**src/design/pio_pkg.sv**
```systemverilog
// Constants for the two-port parallel I/O block.
// Assumes an 8-bit register port with byte-wide offsets.
package pio_pkg;
    localparam int          ADDR_W            = 3;
    localparam logic [2:0]  OFS_A_LATCH       = 3'h0;
    localparam logic [2:0]  OFS_B_LATCH       = 3'h1;
    localparam logic [2:0]  OFS_A_DIR         = 3'h4;
    localparam logic [2:0]  OFS_B_DIR         = 3'h5;
    localparam logic [2:0]  OFS_KEY_WAKE      = 3'h2;
    localparam int          A_PINS            = 8;
    localparam int          B_PINS            = 4;
    localparam logic [7:0]  DIR_RESET         = 8'h00;
    localparam logic [7:0]  KEY_WAKE_RESET    = 8'h00;
    localparam logic [7:0]  WAKE_CAPABLE_MASK = 8'h7E;
    localparam int          BUS_CLK_EN_BIT    = 7;
endpackage : pio_pkg

```
**src/design/pio_pin_cell.sv**
```systemverilog
// One port's pins: output enables and direction-selected read.
// Assumes pin inputs are already synchronous to sys_clk.
`timescale 1ns/100ps
`default_nettype none
module pio_pin_cell #(
    parameter int WIDTH = 8
) (
    // Control
    input  wire logic [WIDTH-1:0] latch,
    input  wire logic [WIDTH-1:0] dir,
    input  wire logic [WIDTH-1:0] force_in,
    // Pin
    input  wire logic [WIDTH-1:0] pin_in,
    output logic      [WIDTH-1:0] drive_en,
    // Read path
    output logic      [WIDTH-1:0] read_val
);
    genvar i;
    generate
        for (i = 0; i < WIDTH; i++)
        begin : g_bit
            assign drive_en[i] = dir[i] & ~force_in[i];
            assign read_val[i] = dir[i] ? latch[i] : pin_in[i];
        end
    endgenerate
endmodule : pio_pin_cell
`default_nettype wire

```
**src/design/dual_parallel_io_ports.sv**
```systemverilog
// Two parallel ports: port A eight pins, port B four pins, register mapped.
// Assumes a single-cycle strobe register port and synchronous pin inputs.
//
// Design decision made here: the strobed register port.
`timescale 1ns/100ps
`default_nettype none
module dual_parallel_io_ports (
    // Clock and reset
    input  wire logic       sys_clk,
    input  wire logic       srst,
    // Register port
    input  wire logic [2:0] addr,
    input  wire logic [7:0] wdata,
    input  wire logic       wr_stb,
    input  wire logic       rd_stb,
    output logic      [7:0] rdata,
    // Port A pins
    input  wire logic [7:0] port_a_in,
    output logic      [7:0] port_a_out,
    output logic      [7:0] port_a_oe,
    output logic      [7:0] port_a_pullup,
    // Port B pins
    input  wire logic [3:0] port_b_in,
    output logic      [3:0] port_b_out,
    output logic      [3:0] port_b_oe,
    // Bus clock on port B pin 0
    input  wire logic       bus_clk_in,
    output logic            bus_clock_out_enable
);
    logic [7:0] port_a_pin_latch_ff;
    logic [3:0] port_b_pin_latch_ff;
    logic [7:0] port_a_direction_ff;
    logic [3:0] port_b_direction_ff;
    logic       bus_clk_en_ff;
    logic [7:0] key_wake_enable_ff;
    logic [7:0] rdata_ff;
    logic [7:0] a_oe_ff;
    logic [7:0] a_out_ff;
    logic [7:0] a_pu_ff;
    logic [3:0] b_oe_ff;
    logic [3:0] b_out_ff;
    logic       mclk_ff;

    // Next values of the control registers
    wire [7:0]  nxt_port_a_pin_latch;
    wire [3:0]  nxt_port_b_pin_latch;
    wire [7:0]  nxt_port_a_direction;
    wire [3:0]  nxt_port_b_direction;
    wire        nxt_bus_clk_en;
    wire [7:0]  nxt_key_wake_enable;
    wire [7:0]  nxt_rdata;

    // Next values of the pin outputs
    wire [7:0]  nxt_a_oe;
    wire [7:0]  nxt_a_out;
    wire [7:0]  nxt_a_pu;
    wire [3:0]  nxt_b_oe;
    wire [3:0]  nxt_b_out;
    wire        nxt_mclk;

    // Address match against one register offset
    function automatic logic addr_hit(
        input logic [2:0] a,
        input logic [2:0] ofs
    );
        return a == ofs;
    endfunction : addr_hit

    // Register selects, shared by the write and read paths
    wire        hit_a_latch  = addr_hit(addr, pio_pkg::OFS_A_LATCH);
    wire        hit_b_latch  = addr_hit(addr, pio_pkg::OFS_B_LATCH);
    wire        hit_a_dir    = addr_hit(addr, pio_pkg::OFS_A_DIR);
    wire        hit_b_dir    = addr_hit(addr, pio_pkg::OFS_B_DIR);
    wire        hit_wake     = addr_hit(addr, pio_pkg::OFS_KEY_WAKE);

    wire        wr_a_latch   = wr_stb & hit_a_latch;
    wire        wr_b_latch   = wr_stb & hit_b_latch;
    wire        wr_a_dir     = wr_stb & hit_a_dir;
    wire        wr_b_dir     = wr_stb & hit_b_dir;
    wire        wr_wake      = wr_stb & hit_wake;
    wire [7:0]  key_wake_pin = key_wake_enable_ff & pio_pkg::WAKE_CAPABLE_MASK;

    wire [7:0]  a_drive;
    wire [7:0]  a_read;
    wire [3:0]  b_drive;
    wire [3:0]  b_read;

    // Port A: wake enable overrides the direction for driving only
    pio_pin_cell #(
        .WIDTH (pio_pkg::A_PINS)
    ) u_port_a (
        .latch    (port_a_pin_latch_ff),
        .dir      (port_a_direction_ff),
        .force_in (key_wake_pin),
        .pin_in   (port_a_in),
        .drive_en (a_drive),
        .read_val (a_read)
    );

    pio_pin_cell #(
        .WIDTH (pio_pkg::B_PINS)
    ) u_port_b (
        .latch    (port_b_pin_latch_ff),
        .dir      (port_b_direction_ff),
        .force_in (4'h0),
        .pin_in   (port_b_in),
        .drive_en (b_drive),
        .read_val (b_read)
    );

    // Port B pin 0 gives way to the bus clock when enabled
    wire [3:0] b_drive_final;
    wire [3:0] b_out_final;

    genvar b;
    generate
        for (b = 0; b < pio_pkg::B_PINS; b++)
        begin : g_port_b
            if (b == 0)
            begin : g_shared
                assign b_drive_final[b] = b_drive[b] | bus_clk_en_ff;
                assign b_out_final[b]   = bus_clk_en_ff ? bus_clk_in : port_b_pin_latch_ff[b];
            end
            else
            begin : g_plain
                assign b_drive_final[b] = b_drive[b];
                assign b_out_final[b]   = port_b_pin_latch_ff[b];
            end
        end
    endgenerate

    // Read sources, one per mapped offset
    wire [7:0] rd_a_latch = a_read;
    wire [7:0] rd_b_latch = {4'h0, b_read};
    wire [7:0] rd_a_dir   = port_a_direction_ff;
    wire [7:0] rd_b_dir   = {bus_clk_en_ff, 3'h0, port_b_direction_ff};
    wire [7:0] rd_wake    = key_wake_pin;

    wire [7:0] rd_mux =
        hit_a_latch ? rd_a_latch :
        hit_b_latch ? rd_b_latch :
        hit_a_dir   ? rd_a_dir   :
        hit_b_dir   ? rd_b_dir   :
        hit_wake    ? rd_wake    :
                      8'h00;

    // Write selection: a register keeps its value unless its strobe is high
    assign nxt_port_a_pin_latch = wr_a_latch ? wdata      : port_a_pin_latch_ff;
    assign nxt_port_b_pin_latch = wr_b_latch ? wdata[3:0] : port_b_pin_latch_ff;
    assign nxt_port_a_direction = wr_a_dir   ? wdata      : port_a_direction_ff;
    assign nxt_port_b_direction = wr_b_dir   ? wdata[3:0] : port_b_direction_ff;
    assign nxt_bus_clk_en       = wr_b_dir   ? wdata[pio_pkg::BUS_CLK_EN_BIT] : bus_clk_en_ff;
    // Bits outside the wake-capable pins never store a one
    assign nxt_key_wake_enable  = wr_wake    ? (wdata & pio_pkg::WAKE_CAPABLE_MASK)
                                             : key_wake_enable_ff;
    // Read data stands for one cycle only, zero otherwise
    assign nxt_rdata            = rd_stb     ? rd_mux : 8'h00;

    // Pin outputs follow the control registers one cycle later
    assign nxt_a_oe             = a_drive;
    assign nxt_a_out            = port_a_pin_latch_ff;
    assign nxt_a_pu             = key_wake_pin;
    assign nxt_b_oe             = b_drive_final;
    assign nxt_b_out            = b_out_final;
    assign nxt_mclk             = bus_clk_en_ff;

    // Data latches have no reset: contents survive srst
    always_ff @(posedge sys_clk)
    begin
        port_a_pin_latch_ff <= nxt_port_a_pin_latch;
    end

    // Port B latch holds bits 3..0 only
    always_ff @(posedge sys_clk)
    begin
        port_b_pin_latch_ff <= nxt_port_b_pin_latch;
    end

    // Control registers: every pin an input and no wake pin after reset
    always_ff @(posedge sys_clk)
    begin
        if (srst)
        begin
            port_a_direction_ff <= pio_pkg::DIR_RESET;
        end
        else
        begin
            port_a_direction_ff <= nxt_port_a_direction;
        end
    end

    always_ff @(posedge sys_clk)
    begin
        if (srst)
        begin
            port_b_direction_ff <= pio_pkg::DIR_RESET[3:0];
        end
        else
        begin
            port_b_direction_ff <= nxt_port_b_direction;
        end
    end

    // Bus clock enable sits in bit 7 of the port B direction word
    always_ff @(posedge sys_clk)
    begin
        if (srst)
        begin
            bus_clk_en_ff <= 1'b0;
        end
        else
        begin
            bus_clk_en_ff <= nxt_bus_clk_en;
        end
    end

    // Wake enables clear on reset
    always_ff @(posedge sys_clk)
    begin
        if (srst)
        begin
            key_wake_enable_ff <= pio_pkg::KEY_WAKE_RESET;
        end
        else
        begin
            key_wake_enable_ff <= nxt_key_wake_enable;
        end
    end

    // Registered outputs
    always_ff @(posedge sys_clk)
    begin
        if (srst)
        begin
            rdata_ff <= 8'h00;
        end
        else
        begin
            rdata_ff <= nxt_rdata;
        end
    end

    // Wake enable wins over the direction bit for the drivers
    always_ff @(posedge sys_clk)
    begin
        if (srst)
        begin
            a_oe_ff <= 8'h00;
        end
        else
        begin
            a_oe_ff <= nxt_a_oe;
        end
    end

    always_ff @(posedge sys_clk)
    begin
        if (srst)
        begin
            a_out_ff <= 8'h00;
        end
        else
        begin
            a_out_ff <= nxt_a_out;
        end
    end

    // Pull-ups only on the wake-capable pins
    always_ff @(posedge sys_clk)
    begin
        if (srst)
        begin
            a_pu_ff <= 8'h00;
        end
        else
        begin
            a_pu_ff <= nxt_a_pu;
        end
    end

    always_ff @(posedge sys_clk)
    begin
        if (srst)
        begin
            b_oe_ff <= 4'h0;
        end
        else
        begin
            b_oe_ff <= nxt_b_oe;
        end
    end

    // Pin 0 copy of the bus clock lags its source by one cycle
    always_ff @(posedge sys_clk)
    begin
        if (srst)
        begin
            b_out_ff <= 4'h0;
        end
        else
        begin
            b_out_ff <= nxt_b_out;
        end
    end

    // Bus clock enable copied out as a flop
    always_ff @(posedge sys_clk)
    begin
        if (srst)
        begin
            mclk_ff <= 1'b0;
        end
        else
        begin
            mclk_ff <= nxt_mclk;
        end
    end

    assign rdata                = rdata_ff;
    assign port_a_oe            = a_oe_ff;
    assign port_a_out           = a_out_ff;
    assign port_a_pullup        = a_pu_ff;
    assign port_b_oe            = b_oe_ff;
    assign port_b_out           = b_out_ff;
    assign bus_clock_out_enable = mclk_ff;
endmodule : dual_parallel_io_ports
`default_nettype wire

```
**config.mk**
```make
export PLATFORM = sky130hd
export DESIGN_NAME = dual_parallel_io_ports
export DESIGN_NICKNAME = d
export VERILOG_FILES = /design/src/design/pio_pkg.sv /design/src/design/pio_pin_cell.sv /design/src/design/dual_parallel_io_ports.sv
export SDC_FILE = /design/constraint.sdc
export NUM_CORES = 1
export LEC_CHECK = 0
export ABC_AREA = 1
export BUFFER_PORTS_ARGS = -buffer_cell sky130_fd_sc_hd__buf_2
export CORE_MARGIN = 2
export CORE_UTILIZATION = 39
export CTS_BUF_LIST = sky130_fd_sc_hd__clkbuf_4 sky130_fd_sc_hd__clkbuf_8
export DETAILED_ROUTE_END_ITERATION = 10
export MAX_ROUTING_LAYER = met4
export SKIP_CTS_REPAIR_TIMING = 1
export SKIP_LAST_GASP = 1
export SLEW_MARGIN = 20
export SYNTH_ARGS = -nofsm -noshare
export SYNTH_HDL_FRONTEND = slang
export SYNTH_HIERARCHICAL = 1
export SYNTH_SLANG_ARGS = --single-unit
```
**constraint.sdc**
```tcl
create_clock -name sys_clk -period 1.49 [get_ports sys_clk]
set_input_delay 0.149 -clock sys_clk [delete_from_list [all_inputs] [get_ports sys_clk]]
set_output_delay 0.149 -clock sys_clk [all_outputs]
set_load 0.02 [all_outputs]
```
After elaboration in Yosys (flattened, before gate mapping)
Index checks and enable logic that the tools add are counted.
- logic and storage cells: 57
- flip-flop bits (word level): 72
- input bits: 28
- output and inout port bits: 41
- multiplexer cells: 18
- equality and inequality tests: 4
- reductions and logical operators: 2
- bitwise operators: 19
- operators with widths (cell ; number):
    8-bit two-way mux ; 4
    1-bit two-way mux ; 13
    1-bit AND ; 11
    7-bit two-way mux ; 1
    1-bit NOT ; 7
    3-bit equality test (second input constant) ; 2
    3-bit by 1-bit equality test with 1-bit output (second input constant) ; 1
    3-bit by 2-bit equality test with 1-bit output (second input constant) ; 1
    3-bit zero test ; 1
    2-bit OR reduction ; 1
    1-bit OR ; 1

Logic depth before layout (Yosys ltp)
Gate-level depths: netlist (run 1).
- depth after elaboration: 6
- depth in mapped cells: 7
- mapped depth without buffers: 7

Modules after synthesis
The synthesis (run 1) kept the hierarchy.
- modules (own cells, without submodules) (module ; area an instance (um2) ; cells each ; instances ; sequential area each (um2)):
    dual_parallel_io_ports ; 2442.3 ; 284 ; 1 ; 1521.5
    pio_pin_cell (u_port_a) ; 150.1 ; 40 ; 1 ; 0.0
    pio_pin_cell (u_port_b) ; 75.1 ; 20 ; 1 ; 0.0

Least setup slack after synthesis (run 1)
No wires, ideal clock.
- path kind: input to register
- start: in addr[2]
- end: reg port_a_pin_latch_ff[0], in the netlist nxt_a_out[0], enable pin
- stages on the path: 4
- required time: 1.120 ns
- arrival time: 0.969 ns
- slack: 0.151 ns
- path buffers: 1
- setup time: 0.370 ns
- cells stage by stage: buf_4 > inv_2 > nand2_1 > nor2_1
- cells in the longest elaborated chain, start to end: 2
- RTL lines (what ; RTL line ; text):
    start, declared ; dual_parallel_io_ports.sv:12 ; input wire logic [2:0] addr,
    3-bit zero test ; dual_parallel_io_ports.sv:66 ; return a == ofs;
    1-bit AND ; dual_parallel_io_ports.sv:76 ; wire wr_a_latch = wr_stb & hit_a_latch;
    via wr_a_latch ; dual_parallel_io_ports.sv:76 ;
    end signal, assigned ; dual_parallel_io_ports.sv:170 ; port_a_pin_latch_ff <= nxt_port_a_pin_latch;
    end, declared ; dual_parallel_io_ports.sv:30 ; logic [7:0] port_a_pin_latch_ff;
The timed path passes the listed nets, and every way through them passes these cells.
A chain may end at the register's enable or synchronous reset.

Final worst setup path (run 1)
- start: reg port_b_direction_ff[2]
- end: reg rdata_ff[2], in the netlist rdata[2]
- elaborated cells between the ends (all ways): 5
- those cells by class: 5 x mux
- RTL lines (what ; RTL line ; text):
    start, declared ; dual_parallel_io_ports.sv:33 ; logic [3:0] port_b_direction_ff;
    start signal, assigned ; dual_parallel_io_ports.sv:196 ; port_b_direction_ff <= pio_pkg::DIR_RESET[3:0];
    start signal, assigned ; dual_parallel_io_ports.sv:200 ; port_b_direction_ff <= nxt_port_b_direction;
    1-bit two-way mux ; pio_pin_cell.sv:23 ; assign read_val[i] = dir[i] ? latch[i] : pin_in[i];
    via b_read[2] ; dual_parallel_io_ports.sv:86 ; wire [3:0] b_read;
    8-bit two-way mux ; dual_parallel_io_ports.sv:141 ; hit_b_latch ? rd_b_latch :
    8-bit two-way mux ; dual_parallel_io_ports.sv:140 ; hit_a_latch ? rd_a_latch :
    end signal, assigned ; dual_parallel_io_ports.sv:239 ; rdata_ff <= nxt_rdata;
    end, declared ; dual_parallel_io_ports.sv:36 ; logic [7:0] rdata_ff;
The timed path passes the listed nets, and every way through them passes these cells.

==> results of run 1 <==
-- cell families (layout without fill, tap and decap cells) --
kind of cell | after synthesis | in the layout | synth area share
buf+inv | 65 | 142 | 0.0966
compound gates | 24 | 24 | 0.0460
simple gates | 184 | 184 | 0.286
flops | 70 | 70 | 0.570
other cells | 1 | 8 | 0.00141
-- layer usage --
metal  vias up  part of all wire  GRT usage
met5         -                 0          -
met4         0             0.025     0.0668
met3        10             0.043     0.0467
met2        68              0.48      0.276
met1      1033              0.45      0.213
li1       1199                 -          -
-- stage by stage --
stage          power [mW]   util  instance area, sq um  cells
3_5_place_dp         2.35  0.463                  3110    492
2_1_floorplan        2.23      -                  2690    351
4_1_cts              3.85  0.492                  3300    508
3_3_place_gp         2.35  0.463                  3110    492
6_report             3.80  0.492                  3300    508
5_1_grt              3.97  0.492                  3300    508
-- flip-flops by register name, summed over array words and instances, names as in the netlist --
signal,cells
nxt_a_out,8
port_a_direction_ff,8
port_a_oe,8
port_a_out,8
rdata,8
key_wake_enable_ff,6
port_a_pullup,6
port_b_direction_ff,4
port_b_oe,4
port_b_out,4
port_b_pin_latch_ff,4
bus_clk_en_ff,1
bus_clock_out_enable,1
-- worst paths after layout --
kind,slack (ps),to,cells after the start,from
worst min register to register,470,port_a_pullup[4],2,key_wake_enable_ff[4]
worst max register to register,490,rdata[2],7,port_b_direction_ff[2]
worst max-delay path,490,rdata[2],7,port_b_direction_ff[2]
worst min-delay path,40,nxt_a_out[7],1,wdata[7]
-- layout by cell type (no fill, tap or decap) --
| master | synthesis | routed |
|---|---|---|
| buf_2 | 2 | 66 |
| buf_4 | 3 | 5 |
| bufinv_16 | 0 | 1 |
| clkbuf_4 | 0 | 3 |
| clkbuf_8 | 0 | 9 |
| clkinv_2 | 0 | 2 |
| clkinvlp_4 | 0 | 1 |
| conb_1 | 1 | 8 |
| dfxtp_1 | 58 | 58 |
| edfxtp_1 | 12 | 12 |
| inv_1 | 51 | 51 |
| inv_2 | 4 | 4 |
| nand2_1 | 53 | 53 |
| nand2_2 | 2 | 2 |
| nand3_1 | 21 | 21 |
| nand4_1 | 8 | 8 |
| nor2_1 | 96 | 96 |
| nor2_2 | 2 | 2 |
| nor2_4 | 2 | 2 |
| o211ai_1 | 1 | 1 |
| o21ai_0 | 23 | 23 |
-- power groups by stage --
stage / registers (mW) / logic (mW) / clock network [mW]
6_report: 2.01 / 0.300 / 1.49
5_1_grt: 2.01 / 0.339 / 1.61
4_1_cts: 2.01 / 0.303 / 1.53
3_5_place_dp: 2.05 / 0.302 / 0
3_3_place_gp: 2.05 / 0.299 / 0
2_1_floorplan: 2.08 / 0.149 / 0
-- final cells by class --
cell class,instances,share of cell area
Inverter,55,0.0625
Clock inverter,4,0.0144
Clock buffer,12,0.0443
Tap cell,80,0.0303
Timing Repair Buffer,71,0.111
Sequential cell,70,0.460
Multi-Input combinational cell,216,0.277
-- critical path, stage by stage (launching register included) --
cell     delay, ps
dfxtp_1        380
inv_1           70
nand2_1         60
nand2_1         60
nand4_1         90
nand2_1         60
nor2_1         120
nor2_1          50
==> results.ini, run 1 <==
[yosys]
avgSynthCellArea_sq_um = 7.75
synth_area_sq_um = 2670
synth-edff-count = 12
synth.most_common_cell = nor2_1
synth_top_area_share = 0.435
ys_seq_elements = 70
yosys_warnings = 6
netlist_top_cells_count = nor2_1 (96), dfxtp_1 (58), nand2_1 (53)
yosysUniqueCellTypes = 17
synth-main-ff-cell = dfxtp_1
synth_top_area_cell = dfxtp_1
ys_top_cells_by_area = dfxtp_1 (44%), edfxtp_1 (14%), nor2_1 (14%), nand2_1 (7.5%), inv_1 (7.2%)
synth_seq_area_share = 0.570
async_flop_share = 0
syn-instance-count = 344

[clock_tree]
cts_sinks = 70
clk_latency_ps = 330
clk_pin_slew_ps = 70
cts-htree-levels = 3
numCtsBuffers = 9
cts_tree = built
ctsLongestPathBuffers = 2
root_buffer = clkbuf_8

[floorplanning]
die_x_um = 86.7
die_y_um = 86.7
core_sq_um = 6720
fp.dieArea_sq_um = 7520
start_util = 0.397
pin_count = 69
rows = 30

[critical_path]
required_ps = 1710
critPathCaptureType = register
cp_data_arrival_time_ps = 1230
path_class = register to register
critPathMaxFanout = 4
worstSetupStartpointType = register

[pwr]
ir_worst_vdd_mv = 0.514
power.density_nw_per_um2 = 1150
p_sw_mw = 0.901
swShare = 0.237
p_clk_frac = 0.393
seq_power_share = 0.528
p_int_mw = 2.90
power_frac_comb = 0.079
leakagePower_nw = 1.67

[final_layout]
syn_to_final_growth_pct = 23.9
num_antenna_cells = 0
multi_input_comb_area_sq_um = 915
fill_cells = 675
layout.nets = 451
drive_above_1_share = 0.227
seq_area_sq_um = 1520

[sta]
setup_tns_ps = 0
fmax_ghz = 0.997
skew_ps = 10.2
period_share = 0.673
holdWs_ps = 35.0
rsz0062_at_grt = no
tightest_slew_ps = 524
setup_violations = 0
slew_viol_final = 0
period_minus_slack_ps = 1000
hold_viol = 0
relSlewSlack = 0.650
fin_ws_ps = 487

[job]
cap_violations = 0

[drt]
route.detailed.drc = 0
postRouteAntennaNets = 0
drtPass1Iterations = 4
wl_per_cell_um = 11.9
routed_wl_mm = 6.03
avgViaCountPerCell = 4.55
route.vias.total = 2310
drt_iter0_drc = 107

[grt]
antenna_found_initial = 0
grt.total_usage = 0.174
grt_overflow = 0
grt_max_degree = 31
grt_pass1_wl_mm = 9.79
grt_pass1_vias = 2113

[hold_path]
hold_class = input port to register

[outcome]
outcome = finished clean

[placement]
io_buffers = 66
dp_slack_ps = 251
hpwl_mm = 4.40
place_congestion = 0.946

Note: power is estimated with default switching activity, not from simulation.
==> inputs of run 2 (changes only) <==
Clock period 1.49 ns to 0.9 ns, I/O delays scaled along.
==> run 2 against run 1 <==
Against the previous run:
- global-route usage up 0.58 points
- critical path type unchanged
- highest routed layer unchanged
- die area unchanged
- clock-buffer cell count fell by 2
- sequential power up 66%
- the run now ends with setup timing left
- core utilization grew 11 points
- design area grew 22%
- combinational power is 130% higher
- worst setup slack got worse by 560 ps
- non-clock buffer count rose by 42
- register-to-register slack got worse by 560 ps
==> results.ini, run 2 (synthesized netlist as in run 1, its figures left out) <==
[final_layout]
layout.nets = 493  ; +9.3%
syn_to_final_growth_pct = 50.8
num_antenna_cells = 0  ; unchanged
stdcell_count = 550  ; +8.3%
fin_area_sq_um = 4020  ; +22%
fill_cells = 619  ; -8.3%
drive_above_1_share = 0.374  ; +0.148
mostFrequentLayoutCells = nor2_1 (94), nand2_1 (52), inv_1 (51), buf_4 (43), dfxtp_2 (38)
final_common_cell = nor2_1
utilization = 0.599  ; +0.107

[sta]
slew_viol_final = 0  ; unchanged
period_minus_slack_ps = 970  ; -33.3 ps
hold_viol = 0  ; unchanged
period_share = 1.08  ; +0.404
skew_ps = 7.85  ; -2.30 ps
setup_violations = 4  ; +4
rsz0062_at_grt = yes
fmax_ghz = 1.03  ; +3.4%
fin_ws_ps = -70.0  ; -557 ps
setup_tns_ps = -121  ; -121 ps
holdWs_ps = 5.85  ; -29.2 ps

[critical_path]
worstSetupStartpointType = register
reg2regPathDepth = 7  ; unchanged
rrSetupSlack_ps = -70  ; -560 ps
cp_slowest_cell = dfxtp_1
r2r-end = rdata[7]
required_ps = 1140  ; -570 ps
cp_common_cell = nand2_1
crit_end = rdata[7]
critPathMaxFanout = 3  ; -1
critPathCaptureType = register
path_class = register to register
worst_path_largest_cell_delay_ps = 370  ; about the same
rr_startpoint = port_a_direction_ff[7]
crit_start = port_a_direction_ff[7]
cp_data_arrival_time_ps = 1210  ; -20 ps
path_cells = inv_1, nand2_1, nand2_1, nand3_1, nand3_1, nand2_1, inv_1

[clock_tree]
cts_sinks = 70  ; unchanged
numCtsBuffers = 9  ; unchanged
cts-htree-levels = 3  ; unchanged
ctsLongestPathBuffers = 2  ; unchanged
cts_tree = built
clk_pin_slew_ps = 80  ; about the same
clk_latency_ps = 350  ; +20 ps
root_buffer = clkbuf_8

[drt]
routed_wl_mm = 6.54  ; +8.5%
drtPass1Iterations = 4  ; unchanged
avgViaCountPerCell = 4.43  ; -2.5%
drt_iter0_drc = 135  ; +26%
dr_wl_met3_um = 263  ; +0.38%
postRouteAntennaNets = 0  ; unchanged
wl_met1_mm = 2.97  ; +9.0%
wl_met2_mm = 3.22  ; +11%
wl_per_cell_um = 11.9  ; +0.25%
routed.top_layer = met4
route.vias.total = 2439  ; +5.6%
route.detailed.drc = 0  ; unchanged

[placement]
placed_area_sq_um = 3390  ; +9.1%
dp_slack_ps = -222  ; -472 ps
dp_cells = 523  ; +6.3%
place_congestion = 0.843  ; -11%
hpwl_mm = 4.38  ; -0.51%
io_buffers = 66  ; unchanged

[grt]
antenna_found_initial = 0  ; unchanged
grt_max_degree = 31  ; unchanged
grt_overflow = 0  ; unchanged
grt_pass1_wl_mm = 9.87  ; +0.78%
grt.total_usage = 0.180  ; +0.00578
grt_pass1_vias = 2084  ; -1.4%

[pwr]
ir_worst_vdd_mv = 0.848  ; +65%
power.density_nw_per_um2 = 1770  ; +54%
power_mw = 7.14  ; +88%
leakagePower_nw = 1.96  ; +17%

[floorplanning]
start_util = 0.397  ; unchanged
die_x_um = 86.7  ; unchanged
pin_count = 69  ; unchanged
core_sq_um = 6720  ; unchanged
die_y_um = 86.7  ; unchanged
rows = 30  ; unchanged
fp.dieArea_sq_um = 7520  ; unchanged

[outcome]
outcome = complete, but fails checks
violations = setup timing

[hold_path]
holdPathStages = 1  ; unchanged
hold_class = input port to register

[job]
cap_violations = 0  ; unchanged

-- run 2: layout make-up --
cell class	instances	area (sq um)	share of cell area
clock buffer	10	138	0.0342
sequential	70	1570	0.390
tap	80	100	0.0249
inverter	55	214	0.0532
clock inverter	6	109	0.0271
timing repair buffer	113	943	0.234
multi-input combinational	216	951	0.236
-- run 2: worst min-delay path by stage --
stage	startpoint	endpoint	slack [ps]
4_1_cts	wdata[6]	nxt_a_out[6]	-60
6_report	wdata[1]	port_b_pin_latch_ff[1]	6
3_3_place_gp	wdata[6]	nxt_a_out[6]	310
3_5_place_dp	wdata[6]	nxt_a_out[6]	310
5_1_grt	wdata[3]	port_b_pin_latch_ff[3]	-6
2_1_floorplan	wdata[0]	nxt_a_out[0]	190
-- run 2: critical path: cells and delay by family, from the launching register on --
| kind | cells | cell delay (ps) |
|---|---|---|
| buffers and inverters | 2 | 110 |
| AND/OR/NAND/NOR | 5 | 390 |
| flip-flops | 1 | 370 |
-- run 2: where the power goes --
group          internal [mW]  switching [mW]
Clock                   1.91            1.20
Sequential              3.28          0.0569
Combinational          0.318           0.374
-- run 2: metal layers --
metal,up-vias,global-route usage
met3,8,0.0543
met1,1083,0.221
met4,0,0.0511
met2,58,0.288
met5,-,-
li1,1290,-
